--- src/pkg/i2cbp_pkg.sv ---
package i2cbp_pkg;
  localparam int          ADDR_W        = 16;
  localparam logic [15:0] CTL_OFS       = 16'hffc0;
  localparam logic [15:0] TX_OFS        = 16'hffc1;
  localparam logic [15:0] RX_OFS        = 16'hffc2;
  localparam logic [15:0] SEL_OFS       = 16'hffc3;
  localparam logic [7:0]  TX_RST        = 8'h00;
  localparam logic [7:0]  RX_RST        = 8'h00;
  localparam logic [7:0]  SEL_RST       = 8'h00;
  localparam int          CTL_RXF_BIT   = 7;
  localparam int          CTL_ERR_BIT   = 5;
  localparam int          CTL_TXE_BIT   = 3;
  localparam int          CTL_STPRD_BIT = 1;
  localparam int          CTL_STPWR_BIT = 0;
  localparam logic [3:0]  ACK_SLOT      = 4'h8;
  localparam int          CLK_PERIOD_NS = 40;
  localparam int          QUARTER_NS    = 2500;
  localparam int          QUARTER_CYC   = QUARTER_NS / CLK_PERIOD_NS;
  localparam int          DIV_W         = 6;

  typedef enum logic [2:0] {ST_IDLE, ST_START, ST_BITS, ST_HOLD, ST_STOP} i2cbp_state_t;
  typedef enum logic [1:0] {K_ADDR_WR, K_TX, K_ADDR_RD, K_RX} i2cbp_kind_t;
endpackage

--- src/core/i2cbp_sync.sv ---
// two-stage synchroniser for the bus lines
module i2cbp_sync (
  input  wire logic       clk_in,
  input  wire logic       arst_n_in,
  input  wire logic [1:0] async_in,
  output logic      [1:0] sync_out
);
  logic [1:0] meta_q;
  logic [1:0] sync_q;

  always_ff @(posedge clk_in or negedge arst_n_in) begin
    if (!arst_n_in) begin
      meta_q <= 2'h3;
      sync_q <= 2'h3;
    end else begin
      meta_q <= async_in;
      sync_q <= meta_q;
    end
  end

  assign sync_out = sync_q;
endmodule

--- src/core/i2cbp_master.sv ---
// Summary of operation
// - bit 0 of target_select picks direction: one reads, zero writes.
// - the seven-bit value only selects the slave, never an address inside it.
// - every received byte overwrites rx_byte, which holds the latest byte.
// - tx_byte is write-only and holds the next address or data byte to send.
// - rx_full_flag sets on new byte, clears on rx_byte read, not on interrupt acknowledge.
module i2cbp_master (
  input  wire logic        clk_in,
  input  wire logic        arst_n_in,
  input  wire logic [15:0] addr_in,
  input  wire logic        wr_en_in,
  input  wire logic        rd_en_in,
  input  wire logic [7:0]  wdata_in,
  output logic      [7:0]  rdata_out,
  input  wire logic        scl_in,
  output logic             scl_out,
  output logic             scl_oe_out,
  input  wire logic        sda_in,
  output logic             sda_out,
  output logic             sda_oe_out
);
  i2cbp_pkg::i2cbp_state_t state_q, state_d;
  i2cbp_pkg::i2cbp_kind_t  kind_q, kind_d;
  logic [i2cbp_pkg::DIV_W-1:0] div_q, div_d;
  logic [1:0] ph_q, ph_d;
  logic [3:0] bit_q, bit_d;
  logic [7:0] sh_q, sh_d;
  logic [7:0] tx_q, tx_d;
  logic [7:0] rx_q, rx_d;
  logic [7:0] sel_q, sel_d;
  logic [7:0] rdata_q, rdata_d;
  logic       tx_pend_q, tx_pend_d;
  logic       rx_full_q, rx_full_d;
  logic       err_q, err_d;
  logic       stop_wr_q, stop_wr_d;
  logic       stop_rd_q, stop_rd_d;
  logic       ack_q, ack_d;
  logic       scl_oe_q, scl_oe_d;
  logic       sda_oe_q, sda_oe_d;
  logic       low_q;
  logic [1:0] line_s;
  logic       scl_s, sda_s, tick, step, sending, rx_set, tx_wr;

  i2cbp_sync u_sync (
    .clk_in    (clk_in),
    .arst_n_in (arst_n_in),
    .async_in  ({scl_in, sda_in}),
    .sync_out  (line_s)
  );

  assign scl_s   = line_s[1];
  assign sda_s   = line_s[0];
  assign tick    = (div_q == i2cbp_pkg::DIV_W'(i2cbp_pkg::QUARTER_CYC - 1));
  // a slave holding the clock low stretches the high phase
  assign step    = tick && !(ph_q == 2'h2 && !scl_s);
  assign sending = (kind_q != i2cbp_pkg::K_RX);
  // a tx_byte write in the cycle that consumes the pending byte stays pending
  assign tx_wr   = wr_en_in && (addr_in == i2cbp_pkg::TX_OFS);
  assign rx_set  = (state_q == i2cbp_pkg::ST_BITS) && (kind_q == i2cbp_pkg::K_RX) && step
                   && (ph_q == 2'h3) && (bit_q == i2cbp_pkg::ACK_SLOT);

  always_comb begin
    state_d   = state_q;
    kind_d    = kind_q;
    div_d     = tick ? '0 : div_q + 1'b1;
    ph_d      = ph_q;
    bit_d     = bit_q;
    sh_d      = sh_q;
    tx_d      = tx_q;
    rx_d      = rx_q;
    sel_d     = sel_q;
    rdata_d   = rdata_q;
    tx_pend_d = tx_pend_q;
    rx_full_d = rx_full_q;
    err_d     = err_q;
    stop_wr_d = stop_wr_q;
    stop_rd_d = stop_rd_q;
    ack_d     = ack_q;
    scl_oe_d  = scl_oe_q;
    sda_oe_d  = sda_oe_q;

    if (wr_en_in) begin
      unique case (addr_in)
        i2cbp_pkg::TX_OFS: begin
          tx_d      = wdata_in;
          tx_pend_d = 1'b1;
        end
        i2cbp_pkg::SEL_OFS: sel_d = wdata_in;
        i2cbp_pkg::CTL_OFS: begin
          stop_wr_d = wdata_in[i2cbp_pkg::CTL_STPWR_BIT];
          stop_rd_d = wdata_in[i2cbp_pkg::CTL_STPRD_BIT];
          if (!wdata_in[i2cbp_pkg::CTL_ERR_BIT]) begin
            err_d = 1'b0;
          end
        end
        default: ;
      endcase
    end

    if (rd_en_in) begin
      unique case (addr_in)
        i2cbp_pkg::RX_OFS: begin
          rdata_d   = rx_q;
          rx_full_d = 1'b0;
        end
        i2cbp_pkg::SEL_OFS: rdata_d = sel_q;
        i2cbp_pkg::CTL_OFS: begin
          rdata_d = 8'h00;
          rdata_d[i2cbp_pkg::CTL_RXF_BIT]   = rx_full_q;
          rdata_d[i2cbp_pkg::CTL_ERR_BIT]   = err_q;
          rdata_d[i2cbp_pkg::CTL_TXE_BIT]   = !tx_pend_q;
          rdata_d[i2cbp_pkg::CTL_STPRD_BIT] = stop_rd_q;
          rdata_d[i2cbp_pkg::CTL_STPWR_BIT] = stop_wr_q;
        end
        default: rdata_d = 8'h00;
      endcase
    end

    if (step && state_q != i2cbp_pkg::ST_IDLE && state_q != i2cbp_pkg::ST_HOLD) begin
      ph_d = ph_q + 2'h1;
    end

    unique case (state_q)
      i2cbp_pkg::ST_IDLE: begin
        scl_oe_d = 1'b0;
        sda_oe_d = 1'b0;
        if (tx_pend_q) begin
          state_d = i2cbp_pkg::ST_START;
          kind_d  = i2cbp_pkg::K_ADDR_WR;
          ph_d    = 2'h0;
          // slave select first, written as a write so the internal address can follow
          sh_d    = {sel_q[7:1], 1'b0};
        end
      end
      i2cbp_pkg::ST_START: begin
        if (step) begin
          scl_oe_d = (ph_q == 2'h3) || (ph_q == 2'h0);
          sda_oe_d = (ph_q >= 2'h2);
          if (ph_q == 2'h3) begin
            state_d = i2cbp_pkg::ST_BITS;
            bit_d   = 4'h0;
          end
        end
      end
      i2cbp_pkg::ST_BITS: begin
        if (step) begin
          unique case (ph_q)
            2'h0: begin
              scl_oe_d = 1'b1;
              if (bit_q == i2cbp_pkg::ACK_SLOT) begin
                sda_oe_d = sending ? 1'b0 : !stop_rd_q;
              end else begin
                sda_oe_d = sending ? !sh_q[7] : 1'b0;
              end
            end
            2'h1: scl_oe_d = 1'b0;
            2'h2: begin
              if (bit_q == i2cbp_pkg::ACK_SLOT) begin
                ack_d = !sda_s;
              end else if (!sending) begin
                sh_d = {sh_q[6:0], sda_s};
              end
            end
            2'h3: begin
              scl_oe_d = 1'b1;
              if (bit_q != i2cbp_pkg::ACK_SLOT) begin
                bit_d = bit_q + 4'h1;
                if (sending) begin
                  sh_d = {sh_q[6:0], 1'b0};
                end
              end else begin
                bit_d = 4'h0;
                if (sending && !ack_q) begin
                  // a refused byte is dropped so the bus goes idle
                  err_d     = 1'b1;
                  state_d   = i2cbp_pkg::ST_STOP;
                  tx_pend_d = tx_wr;
                end else begin
                  unique case (kind_q)
                    i2cbp_pkg::K_ADDR_WR: begin
                      kind_d    = i2cbp_pkg::K_TX;
                      sh_d      = tx_q;
                      tx_pend_d = tx_wr;
                    end
                    i2cbp_pkg::K_TX: begin
                      if (sel_q[0]) begin
                        // repeated start, now addressed for reading
                        state_d = i2cbp_pkg::ST_START;
                        kind_d  = i2cbp_pkg::K_ADDR_RD;
                        sh_d    = {sel_q[7:1], 1'b1};
                      end else if (stop_wr_q) begin
                        state_d = i2cbp_pkg::ST_STOP;
                      end else begin
                        state_d = i2cbp_pkg::ST_HOLD;
                      end
                    end
                    i2cbp_pkg::K_ADDR_RD: kind_d = i2cbp_pkg::K_RX;
                    i2cbp_pkg::K_RX: begin
                      rx_d      = sh_q;
                      rx_full_d = 1'b1;
                      state_d   = stop_rd_q ? i2cbp_pkg::ST_STOP : i2cbp_pkg::ST_HOLD;
                    end
                  endcase
                end
              end
            end
          endcase
        end
      end
      i2cbp_pkg::ST_HOLD: begin
        scl_oe_d = 1'b1;
        sda_oe_d = 1'b0;
        ph_d     = 2'h0;
        if (kind_q == i2cbp_pkg::K_RX) begin
          if (!rx_full_q) begin
            state_d = i2cbp_pkg::ST_BITS;
          end
        end else if (tx_pend_q) begin
          state_d   = i2cbp_pkg::ST_BITS;
          sh_d      = tx_q;
          tx_pend_d = tx_wr;
        end else if (stop_wr_q) begin
          state_d = i2cbp_pkg::ST_STOP;
        end
      end
      i2cbp_pkg::ST_STOP: begin
        if (step) begin
          scl_oe_d = (ph_q == 2'h0);
          sda_oe_d = (ph_q <= 2'h1);
          if (ph_q == 2'h3) begin
            state_d   = i2cbp_pkg::ST_IDLE;
            stop_wr_d = 1'b0;
            stop_rd_d = 1'b0;
          end
        end
      end
    endcase
  end

  always_ff @(posedge clk_in or negedge arst_n_in) begin
    if (!arst_n_in) begin
      state_q   <= i2cbp_pkg::ST_IDLE;
      kind_q    <= i2cbp_pkg::K_ADDR_WR;
      div_q     <= '0;
      ph_q      <= 2'h0;
      bit_q     <= 4'h0;
      sh_q      <= 8'h00;
      tx_q      <= i2cbp_pkg::TX_RST;
      rx_q      <= i2cbp_pkg::RX_RST;
      sel_q     <= i2cbp_pkg::SEL_RST;
      rdata_q   <= 8'h00;
      tx_pend_q <= 1'b0;
      rx_full_q <= 1'b0;
      err_q     <= 1'b0;
      stop_wr_q <= 1'b0;
      stop_rd_q <= 1'b0;
      ack_q     <= 1'b0;
      scl_oe_q  <= 1'b0;
      sda_oe_q  <= 1'b0;
      low_q     <= 1'b0;
    end else begin
      state_q   <= state_d;
      kind_q    <= kind_d;
      div_q     <= div_d;
      ph_q      <= ph_d;
      bit_q     <= bit_d;
      sh_q      <= sh_d;
      tx_q      <= tx_d;
      rx_q      <= rx_d;
      sel_q     <= sel_d;
      rdata_q   <= rdata_d;
      tx_pend_q <= tx_pend_d;
      rx_full_q <= rx_full_d;
      err_q     <= err_d;
      stop_wr_q <= stop_wr_d;
      stop_rd_q <= stop_rd_d;
      ack_q     <= ack_d;
      scl_oe_q  <= scl_oe_d;
      sda_oe_q  <= sda_oe_d;
      low_q     <= 1'b0;
    end
  end

  assign rdata_out  = rdata_q;
  assign scl_out    = low_q;
  assign sda_out    = low_q;
  assign scl_oe_out = scl_oe_q;
  assign sda_oe_out = sda_oe_q;

  addr_byte_load_a: assert property (
    @(posedge clk_in) disable iff (!arst_n_in)
    (state_q == i2cbp_pkg::ST_IDLE && tx_pend_q) |=> (sh_q == {$past(sel_q[7:1]), 1'b0})
  ) else $error("address byte not loaded from slave select");

  read_dir_bit_a: assert property (
    @(posedge clk_in) disable iff (!arst_n_in)
    (state_q == i2cbp_pkg::ST_BITS && kind_q == i2cbp_pkg::K_ADDR_RD && bit_q == 4'h0)
      |-> (sh_q[0] && sel_q[0])
  ) else $error("read address byte lacks direction bit");

  rx_overwrite_a: assert property (
    @(posedge clk_in) disable iff (!arst_n_in)
    rx_set |=> (rx_q == $past(sh_q))
  ) else $error("received byte not stored");

  rx_flag_set_a: assert property (
    @(posedge clk_in) disable iff (!arst_n_in)
    rx_set |=> rx_full_q
  ) else $error("receive flag not set on new byte");

  rx_flag_clr_a: assert property (
    @(posedge clk_in) disable iff (!arst_n_in)
    (rd_en_in && addr_in == i2cbp_pkg::RX_OFS && !rx_set) |=> !rx_full_q ##1 $stable(rx_q) [*1]
  ) else $error("receive flag not cleared by read");

  tx_write_a: assert property (
    @(posedge clk_in) disable iff (!arst_n_in)
    (wr_en_in && addr_in == i2cbp_pkg::TX_OFS) |=> (tx_pend_q && tx_q == $past(wdata_in))
  ) else $error("transmit byte not captured");

  sel_only_a: assert property (
    @(posedge clk_in) disable iff (!arst_n_in)
    (state_q == i2cbp_pkg::ST_BITS && kind_q == i2cbp_pkg::K_TX && bit_q == 4'h0 && ph_q == 2'h0)
      |-> (sh_q == tx_q || tx_pend_q)
  ) else $error("data byte does not come from transmit register");
endmodule

--- config.mk ---
export PLATFORM = sky130hd
export DESIGN_NAME = i2cbp_master
export DESIGN_NICKNAME = d
export VERILOG_FILES = /design/src/pkg/i2cbp_pkg.sv /design/src/core/i2cbp_sync.sv /design/src/core/i2cbp_master.sv
export SDC_FILE = /design/constraint.sdc
export NUM_CORES = 1
export LEC_CHECK = 0
export BUFFER_PORTS_ARGS = -buffer_cell sky130_fd_sc_hd__buf_2
export CORE_MARGIN = 5
export CORE_UTILIZATION = 30
export DETAILED_ROUTE_END_ITERATION = 12
export PLACE_DENSITY_LB_ADDON = 0.08
export RECOVER_POWER = 50
export SETUP_SLACK_MARGIN = 0.05
export SLEW_MARGIN = 25
export SYNTH_ARGS = -nofsm -noshare
export SYNTH_HDL_FRONTEND = slang
export SYNTH_SLANG_ARGS = --single-unit
--- constraint.sdc ---
create_clock -name clk_in -period 3.2 [get_ports clk_in]
set_clock_uncertainty 0.1 [all_clocks]
set_input_delay 0.32 -clock clk_in [delete_from_list [all_inputs] [get_ports clk_in]]
set_output_delay 0.32 -clock clk_in [all_outputs]
set_load 0.1 [all_outputs]
==> results of run 1 <==
-- repair_timing --
item	CTS	global route
hold endpoints to repair	32	0
setup endpoints to repair	0	0
hold buffers	3	0
-- Yosys cell counts, types with 3 or more instances --
library cell and n:
o31ai_1 4, mux2_4 8, dfstp_2 4, a221o_1 7, nor2b_1 11, o22ai_1 4
o21ai_0 22, o22a_1 3, xnor2_1 3, buf_2 3, nand3b_1 3, nand4_1 9
mux2i_1 10, a211oi_1 3, o2111ai_1 3, mux2_2 24, inv_1 19, nand3_1 14
nor2_1 25, a21oi_1 20, nand4b_1 3, nand2_1 14, ha_1 12, dfrtp_1 65
nor3_1 7, clkbuf_1 11
-- layout make-up --
class                      count  area, um2  area share, %
clock inverter                 7       98.8           2.17
sequential                    69       1730           38.1
timing repair buffer          50        269           5.91
multi-input combinational    254       1930           42.5
tap                          172        215           4.73
clock buffer                   9        225           4.95
inverter                      20       75.1           1.65
-- placed cells by master (no fill, tap or decap), types with 8 or more instances in the layout --
cell and count:
a21oi_1 20, buf_2 28, clkbuf_1 11, clkbuf_16 9
dfrtp_1 65, ha_1 12, inv_1 19, mux2_2 24
mux2_4 8, mux2i_1 10, nand2_1 14, nand3_1 14
nand4_1 9, nor2_1 25, nor2b_1 11, o21ai_0 22
-- per-stage QoR --
stage          setup slack, ns  hold slack (ns)  util, %  total power, mW  std cells
6_report                 0.577            0.128     36.2             2.02        581
5_1_grt                  0.378            0.120     36.2             2.10        581
3_3_place_gp             0.654            0.248     33.6            0.958        562
2_1_floorplan            0.912          -0.0756        -            0.918        362
3_5_place_dp             0.590            0.249     33.6            0.959        562
4_1_cts                  0.562            0.115     36.4             2.06        581
-- power by group --
group	leakage, nW	switching, mW	total, mW	internal [mW]
registers	0.915	0.000904	0.878	0.877
clock network	0.156	0.396	1.08	0.686
logic	0.902	0.0429	0.0636	0.0207
total	1.97	0.440	2.02	1.58
-- final timing paths --
path | start | end | slack (ns) | cells past startpoint
min in group asynchronous | arst_n_in | tx_q[1] | 0.91 | 2
setup / recovery | ph_q[0] | rx_q[5] | 0.58 | 7
setup reg to reg | ph_q[0] | rx_q[5] | 0.58 | 7
max in group asynchronous | arst_n_in | rx_full_q | 0.86 | 3
hold / removal | wdata_in[4] | sel_q[4] | 0.13 | 2
hold reg to reg | u_sync.meta_q[0] | u_sync.sync_out[0] | 0.26 | 0
-- kinds of logic (layout without fill, tap and decap cells) --
group	after synthesis	in the layout
AOI/OAI and AO/OA	85	85
xor gates and xnor gates	5	5
adders and majority gates	13	13
buffers and inverters	39	86
DFF	69	69
muxes	43	43
other	1	2
and+or+nand+nor	106	106
-- worst register-to-register path: stages (launching register included) --
cell	delay, ns
dfrtp_1	0.43
inv_1	0.10
ha_1	0.27
nor2b_1	0.22
nor3_4	0.38
nand4_2	0.19
or2_1	0.45
mux2_4	0.37
-- layer usage --
| metal | wire [um] | vias up |
|---|---|---|
| met1 | 4940 | 1438 |
| met4 | 149 | 0 |
| li1 | - | 1415 |
| met2 | 4440 | 71 |
| met3 | 475 | 9 |
| met5 | 0 | - |
-- sequential cells by signal, summed over array words and instances, names as in the netlist, 2 cells and up --
signal / flops
kind_q: 2
u_sync.sync_out: 2
ph_q: 2
rx_q: 8
sel_q: 8
tx_q: 8
state_q: 3
bit_q: 4
sh_q: 8
u_sync.meta_q: 2
div_q: 6
rdata_out: 8
==> results.json, run 1 <==
{
  "status": "finished, violations left",
  "violations": "capacitance limit, slew limit",
  "ys_warn_count": 0,
  "vias": 2933,
  "grt_max_degree": 33,
  "row_count": 41,
  "path_buf_inv": 1,
  "worstSetupStartpointType": "register",
  "ys_ff_latch": 69,
  "slowest_delay_ns": 0.45,
  "crit_required_ns": 3.32,
  "p_per_area_nw_per_um2": 445,
  "grt_pass1_wl_mm": 16.2,
  "ir_drop_mv": 0.179,
  "firstDrtPassIters": 4,
  "rsz0062_at_grt": "no",
  "grt.total_usage_pct": 14.1,
  "cts.sinks": 69,
  "diodes": 0,
  "die_area_um2": 15200,
  "avgSynthCellArea_um2": 10.6,
  "areaGrowthSynthToFinish_pct": 18.4,
  "async_reset_ff_share_pct": 100,
  "grt.met2_usage_pct": 21.6,
  "synth_top_family_by_area": "simple AND/OR/NAND/NOR gates",
  "ys.flop_type": "dfrtp_1",
  "die_x_um": 123,
  "finalHoldViolCount": 0,
  "clk_pin_slew_ns": 0.06,
  "end_kind": "register",
  "synth_fa_ha_area_share_pct": 4.17,
  "worstMarginPinSlew_ns": 1.80,
  "synth_cell_types": 66,
  "maxSlewViolCount": 33,
  "cts_tree": "yes",
  "initial_utilization_pct": 30.6,
  "drt_iter0_drc": 138,
  "io_pins": 42,
  "crit_fanout": 9,
  "cts_buffers": 9,
  "crit_type": "reg2reg",
  "dp_hpwl_mm": 7.34,
  "post-route-min-period_ns": 2.62,
  "synthTopCellsByArea": "dfrtp_1 (42%), mux2_2 (7.0%), ha_1 (3.9%)",
  "clk_latency_ns": 0.34,
  "routed_via_density": 5.05,
  "cts.path.max_buffers": 2,
  "grt_util_met1_pct": 19.3,
  "wl_per_cell_um": 17.2,
  "place_congestion": 0.782,
  "cap_violations": 1,
  "yosys.area.top_type": "dfrtp_1",
  "grt_pass1_vias": 2940,
  "crit_chain": "inv_1 -> ha_1 -> nor2b_1 -> nor3_4 -> nand4_2 -> or2_1 -> mux2_4",
  "cp_top_family": "simple AND/OR/NAND/NOR gates",
  "dpl_cell_area_um2": 4230,
  "yosys.area_share.simple_pct": 16.9,
  "htree_levels": 3,
  "busiest_layer": "met2",
  "netlist_area_um2": 3840,
  "leakage_nw": 1.97,
  "finalSetupViolations": 0,
  "fill_cells": 1287,
  "overflow": 0,
  "wl_mm": 10.0,
  "seq_area_frac_synth_pct": 45.1,
  "synth_top_area_share_pct": 42.3,
  "grt.met3_usage_pct": 2.97,
  "hold_class": "in2reg",
  "io_buffers": 39,
  "critPathSlowestCell": "or2_1",
  "muxShareOfSynthArea_pct": 13.1,
  "fin_setup_tns_ns": 0,
  "crit_arrival_ns": 2.75,
  "period_share_pct": 82.0,
  "core_um2": 12600,
  "slew_headroom_pct": -20.2,
  "synth_xor_area_share_pct": 1.14,
  "synth_compound_area_share_pct": 15.2,
  "finalInstanceArea_um2": 4550,
  "post_cts_buffers": 0,
  "synth_edf_count": 0,
  "max_freq_mhz": 381,
  "antenna_found_initial": 0,
  "ctsResizeCount": 0,
  "nNetsFinal": 446,
  "cts_root_buf": "clkbuf_16",
  "die_y_um": 123,
  "drive_gt1_share_pct": 24.2,
  "drc": 0,
  "syn_inst": 361,
  "drtAntennaViolNets": 0
}
Power figures use the tool's default switching activity.
==> inputs of run 2 (changes only) <==
- ABC_AREA: unset -> 1
- clock period: 3.2 -> 2.2 ns (I/O delays scaled with it)
==> results.json, run 2 <==
{
  "status": "completed",
  "seq_area_frac_synth_pct": 44.8,
  "finalSetupViolations": 0,
  "syn_inst": 513,
  "firstDrtPassIters": 4,
  "slew_headroom_pct": 13.9,
  "synth_top_area_share_pct": 42.1,
  "rsz0062_at_grt": "yes",
  "hold_slack_ns": 0.0459,
  "fin_ws_ns": 0.248,
  "overflow": 0,
  "core_um2": 12600,
  "synthTopCellsByCount": "nand2_1 (178), dfrtp_1 (65), nand3_1 (63)",
  "cts_tree": "yes",
  "final_common_cell": "nand2_1",
  "cts.sinks": 69,
  "nNetsFinal": 605,
  "clk_latency_ns": 0.34,
  "avgSynthCellArea_um2": 7.53,
  "max_freq_mhz": 512,
  "leakage_nw": 2.32,
  "hold_class": "in2reg",
  "drt_iter0_drc": 221,
  "finalHoldViolCount": 0,
  "crit_type": "reg2reg",
  "final_util_pct": 36.7,
  "row_count": 41,
  "drc": 0,
  "worstMarginPinSlew_ns": 1.29,
  "ys_warn_count": 0,
  "ir_drop_mv": 0.299,
  "antenna_found_initial": 0,
  "synth_edf_count": 0,
  "areaGrowthSynthToFinish_pct": 19.8,
  "maxSlewViolCount": 0,
  "netlist_area_um2": 3860,
  "dp_hpwl_mm": 7.53,
  "grt.total_usage_pct": 14.1,
  "post-route-min-period_ns": 1.95,
  "worstSetupStartpointType": "register",
  "worstRegToRegCells": 10,
  "routed_via_density": 4.57,
  "synth_cell_types": 33,
  "ys_ff_latch": 69,
  "io_buffers": 39,
  "synthTopCellsByArea": "dfrtp_1 (42%), nand2_1 (17%), nand3_1 (8.2%)",
  "drtAntennaViolNets": 0,
  "vias": 3384,
  "synth.most_common_cell": "nand2_1",
  "die_x_um": 123,
  "place_congestion": 0.813,
  "die_area_um2": 15200,
  "die_y_um": 123,
  "drive_gt1_share_pct": 17.1,
  "crit_required_ns": 2.33,
  "holdPathStages": 3,
  "htree_levels": 3,
  "async_reset_ff_share_pct": 100,
  "fin_setup_tns_ns": 0,
  "grt_pass1_wl_mm": 16.4,
  "pre_cts_slack_ns": 0.234,
  "cap_violations": 0,
  "initial_utilization_pct": 30.6,
  "wl_mm": 9.90,
  "post_cts_buffers": 0,
  "p_per_area_nw_per_um2": 644,
  "io_pins": 42,
  "grt_pass1_vias": 3324,
  "grt_max_degree": 50,
  "crit_fanout": 8,
  "cts_root_buf": "clkbuf_16",
  "wl_per_cell_um": 13.4,
  "crit_arrival_ns": 2.08,
  "diodes": 0,
  "end_kind": "register",
  "clk_pin_slew_ns": 0.06,
  "cts_buffers": 9,
  "period_share_pct": 88.7,
  "fill_cells": 1404,
  "yosys.area.top_type": "dfrtp_1",
  "cts.path.max_buffers": 2,
  "ys.flop_type": "dfrtp_1",
  "final_cell_mix": "nand2_1 (178), dfrtp_1 (65), nand3_1 (63), inv_1 (53), buf_2 (38)"
}
==> run 2: cell types whose count changed after synthesis, moves of 11 or more <==
cell and change:
nand2_1 +164, nand3_1 +49, inv_1 +34, mux2_2 -24
o21ai_2 +16, a21oi_1 -14, nor2b_1 -11
==> run 2: per-stage QoR <==
stage                     instances  area (um2)  power [mW]
after floorplan                 514        3870        1.34
after global routing            740        4630        3.07
after CTS                       740        4620        3.03
after detailed placement        721        4270        1.40
final                           740        4630        2.98
after global placement          721        4270        1.40
==> run 2: area by class of cell <==
| cell class | count | area, um2 | area share, % |
|---|---|---|---|
| multi-input combinational | 380 | 1870 | 40.4 |
| sequential | 69 | 1730 | 37.4 |
| timing repair buffer | 47 | 270 | 5.84 |
| clock buffer | 13 | 260 | 5.62 |
| tap | 172 | 215 | 4.65 |
| inverter | 56 | 213 | 4.60 |
| clock inverter | 3 | 67.6 | 1.46 |
==> run 2: critical path: stages (launching register included) <==
cell     delay [ns]
dfrtp_1        0.39
inv_1          0.10
ha_1           0.27
nand2_1        0.11
nand3_2        0.17
nand2_1        0.15
nand2_1        0.06
nor2_1         0.17
nand2_2        0.16
nand2_1        0.10
nand2_1        0.05
==> run 2: worst paths after layout <==
path                       slack, ns        startpoint                 end
setup / recovery                0.25           ph_q[0]             sh_q[4]
hold / removal                  0.05       wdata_in[3]            sel_q[3]
setup reg to reg                0.25           ph_q[0]             sh_q[4]
hold reg to reg                 0.25  u_sync.meta_q[1]  u_sync.sync_out[1]
max in group asynchronous       0.50         arst_n_in  u_sync.sync_out[0]
min in group asynchronous       0.59         arst_n_in            div_q[0]
==> run 2: repair_timing <==
item,in CTS,in global routing
resized for setup,0,2
endpoints found under the hold margin,20,0
hold buffers,3,0
endpoints found under the setup margin,0,8
==> run 2: routing by layer <==
metal | up-vias | global-route usage [%] | share of wire, %
li1 | 1747 | - | -
met1 | 1554 | 19.5 | 51
met2 | 68 | 21.1 | 42
met3 | 15 | 2.65 | 4.9
met4 | 0 | 6.64 | 2.4
met5 | - | 0 | 0
==> run 2: cells by family after synthesis <==
group / after synthesis / share of synthesized area (%)
buffers and inverters: 65 / 7.09
adders and majority gates: 12 / 3.89
and+or+nand+nor: 308 / 34.8
DFF: 69 / 44.8
AOI/OAI and AO/OA: 58 / 9.33
other: 1 / 0.0971
==> run 2: where the power goes <==
group          total (mW)  leakage [nW]  switching [mW]  internal (mW)
clock network        1.60         0.156           0.546           1.06
registers            1.28         0.915         0.00144           1.28
logic               0.100          1.25          0.0699         0.0301
total                2.98          2.32           0.617           2.36
==> inputs of run 3 (changes only) <==
- clock period: 2.2 -> 1.69 ns (I/O delays scaled with it)
==> results.json, run 3 (synthesized netlist as in run 2, its figures left out) <==
{
  "status": "finished, violations left",
  "violations": "setup timing",
  "cts_root_buf": "clkbuf_16",
  "io_pins": 42,
  "overflow": 0,
  "rsz0062_at_grt": "yes",
  "die_area_um2": 15200,
  "startpoint": "bit_q[0]",
  "die_y_um": 123,
  "slew_headroom_pct": 34.5,
  "place_congestion": 0.832,
  "cts.sinks": 69,
  "seqPwrFrac_pct": 43.1,
  "p_sw_uw": 818,
  "crit_arrival_ns": 1.92,
  "grt_pass1_wl_mm": 17.0,
  "maxSlewViolCount": 0,
  "nNetsFinal": 657,
  "critPathSlowestCell": "dfrtp_1",
  "grt_pass1_vias": 3467,
  "antenna_found_initial": 0,
  "worstRegToRegCells": 13,
  "hold_class": "in2reg",
  "final_common_cell": "nand2_1",
  "crit_chain": "inv_2 -> ha_4 -> buf_6 -> nand2_4 -> nor2_4 -> nand2_2 -> nor3_2 -> inv_1 -> nand2_2 -> inv_2 -> nand2_4 -> nand2_1 -> nand2_1",
  "finalSetupViolations": 18,
  "drtAntennaViolNets": 0,
  "clockPowerShare_pct": 53.4,
  "cp.depth": 13,
  "dp_hpwl_mm": 7.67,
  "firstDrtPassIters": 4,
  "p_int_mw": 3.04,
  "path_buf_inv": 4,
  "drive_gt1_share_pct": 31.3,
  "clk_pin_slew_ns": 0.06,
  "p_total_mw": 3.86,
  "final_cell_mix": "nand2_1 (154), dfrtp_1 (64), nand3_1 (59), inv_1 (46), buf_4 (45)",
  "hold_slack_ns": 0.0100,
  "initial_utilization_pct": 30.6,
  "r2r_setup_slack_ns": -0.05,
  "core_um2": 12600,
  "p_per_area_nw_per_um2": 732,
  "max_freq_mhz": 574,
  "worstSetupStartpointType": "register",
  "p_sw_share_pct": 21.2,
  "cts_tree": "yes",
  "period_share_pct": 103,
  "leakage_nw": 2.61,
  "crit_fanout": 8,
  "end_kind": "register",
  "post-route-min-period_ns": 1.74,
  "row_count": 41,
  "ir_drop_mv": 0.458,
  "r2r-start": "bit_q[0]",
  "slowest_delay_ns": 0.39,
  "wl_per_cell_um": 13.1,
  "crit_required_ns": 1.87,
  "cap_violations": 0,
  "htree_levels": 3,
  "vias": 3589,
  "worstMarginPinSlew_ns": 0.982,
  "areaGrowthSynthToFinish_pct": 36.5,
  "fin_ws_ns": -0.0528,
  "diodes": 0,
  "cts_buffers": 9,
  "cts.path.max_buffers": 2,
  "drt_iter0_drc": 252,
  "finalHoldViolCount": 0,
  "cp_top_family": "simple AND/OR/NAND/NOR gates",
  "drc": 0,
  "grt.total_usage_pct": 14.5,
  "die_x_um": 123,
  "crit_type": "reg2reg",
  "r2r-end": "sh_q[2]",
  "grt_max_degree": 70,
  "comb_power_share_pct": 3.5,
  "crit_end": "sh_q[2]",
  "clk_latency_ns": 0.34,
  "io_buffers": 39,
  "wl_mm": 10.4,
  "fin_setup_tns_ns": -0.711,
  "routed_via_density": 4.53
}
-- run 3: what timing repair did --
action,in CTS,in global routing
setup endpoints to repair,29,33
hold endpoints to repair,72,0
gates resized for setup,25,43
hold buffers,8,0
pin swaps,13,9
setup buffers,2,4
-- run 3: through the flow --
stage | cells | util, % | setup WS (ns) | cell area, um2
after global routing | 792 | 41.8 | -0.152 | 5280
final | 792 | 41.8 | -0.0528 | 5280
after global placement | 763 | 36.7 | -0.0774 | 4630
after CTS | 789 | 40.5 | -0.0147 | 5110
after floorplan | 514 | - | 0.0626 | 3890
after detailed placement | 763 | 36.7 | -0.0965 | 4630
-- run 3: worst reg2reg max path, cell delays in order (launching register included) --
cell and delay, ns:
dfrtp_1 0.39, inv_2 0.08, ha_4 0.14, buf_6 0.09, nand2_4 0.05, nor2_4 0.20, nand2_2 0.08, nor3_2 0.10
inv_1 0.07, nand2_2 0.10, inv_2 0.06, nand2_4 0.10, nand2_1 0.06, nand2_1 0.06
-- run 3: cell type report --
class / count / area (um2)
sequential: 69 / 1730
inverter: 56 / 220
clock inverter: 3 / 68.8
timing repair buffer: 99 / 706
clock buffer: 13 / 250
fill: 1323 / 7340
multi-input combinational: 380 / 2080
tap: 172 / 215
-- run 3: worst min-delay path by stage --
stage,cells past startpoint,from,end
6_report,3,wdata_in[1],stop_rd_q
5_1_grt,3,wdata_in[1],stop_rd_q
4_1_cts,3,wdata_in[1],stop_rd_q
3_5_place_dp,2,arst_n_in,div_q[2]
3_3_place_gp,2,arst_n_in,div_q[2]
2_1_floorplan,0,arst_n_in,ack_q
-- run 3: power by group through the flow --
stage | logic [mW] | clock network, mW | registers, mW
after floorplan | 0.0469 | 0 | 1.69
after global placement | 0.130 | 0 | 1.69
after detailed placement | 0.132 | 0 | 1.69
after CTS | 0.146 | 2.12 | 1.66
after global routing | 0.156 | 2.18 | 1.66
final | 0.137 | 2.06 | 1.66
-- run 3: layer usage --
metal	track usage (%)	vias up	wire (um)	part of all wire (%)
met1	21.0	1652	5270	51
met4	6.02	0	189	1.8
met2	21.1	72	4390	42
met3	2.61	12	539	5.2
li1	-	1853	-	-
met5	0	-	0	0
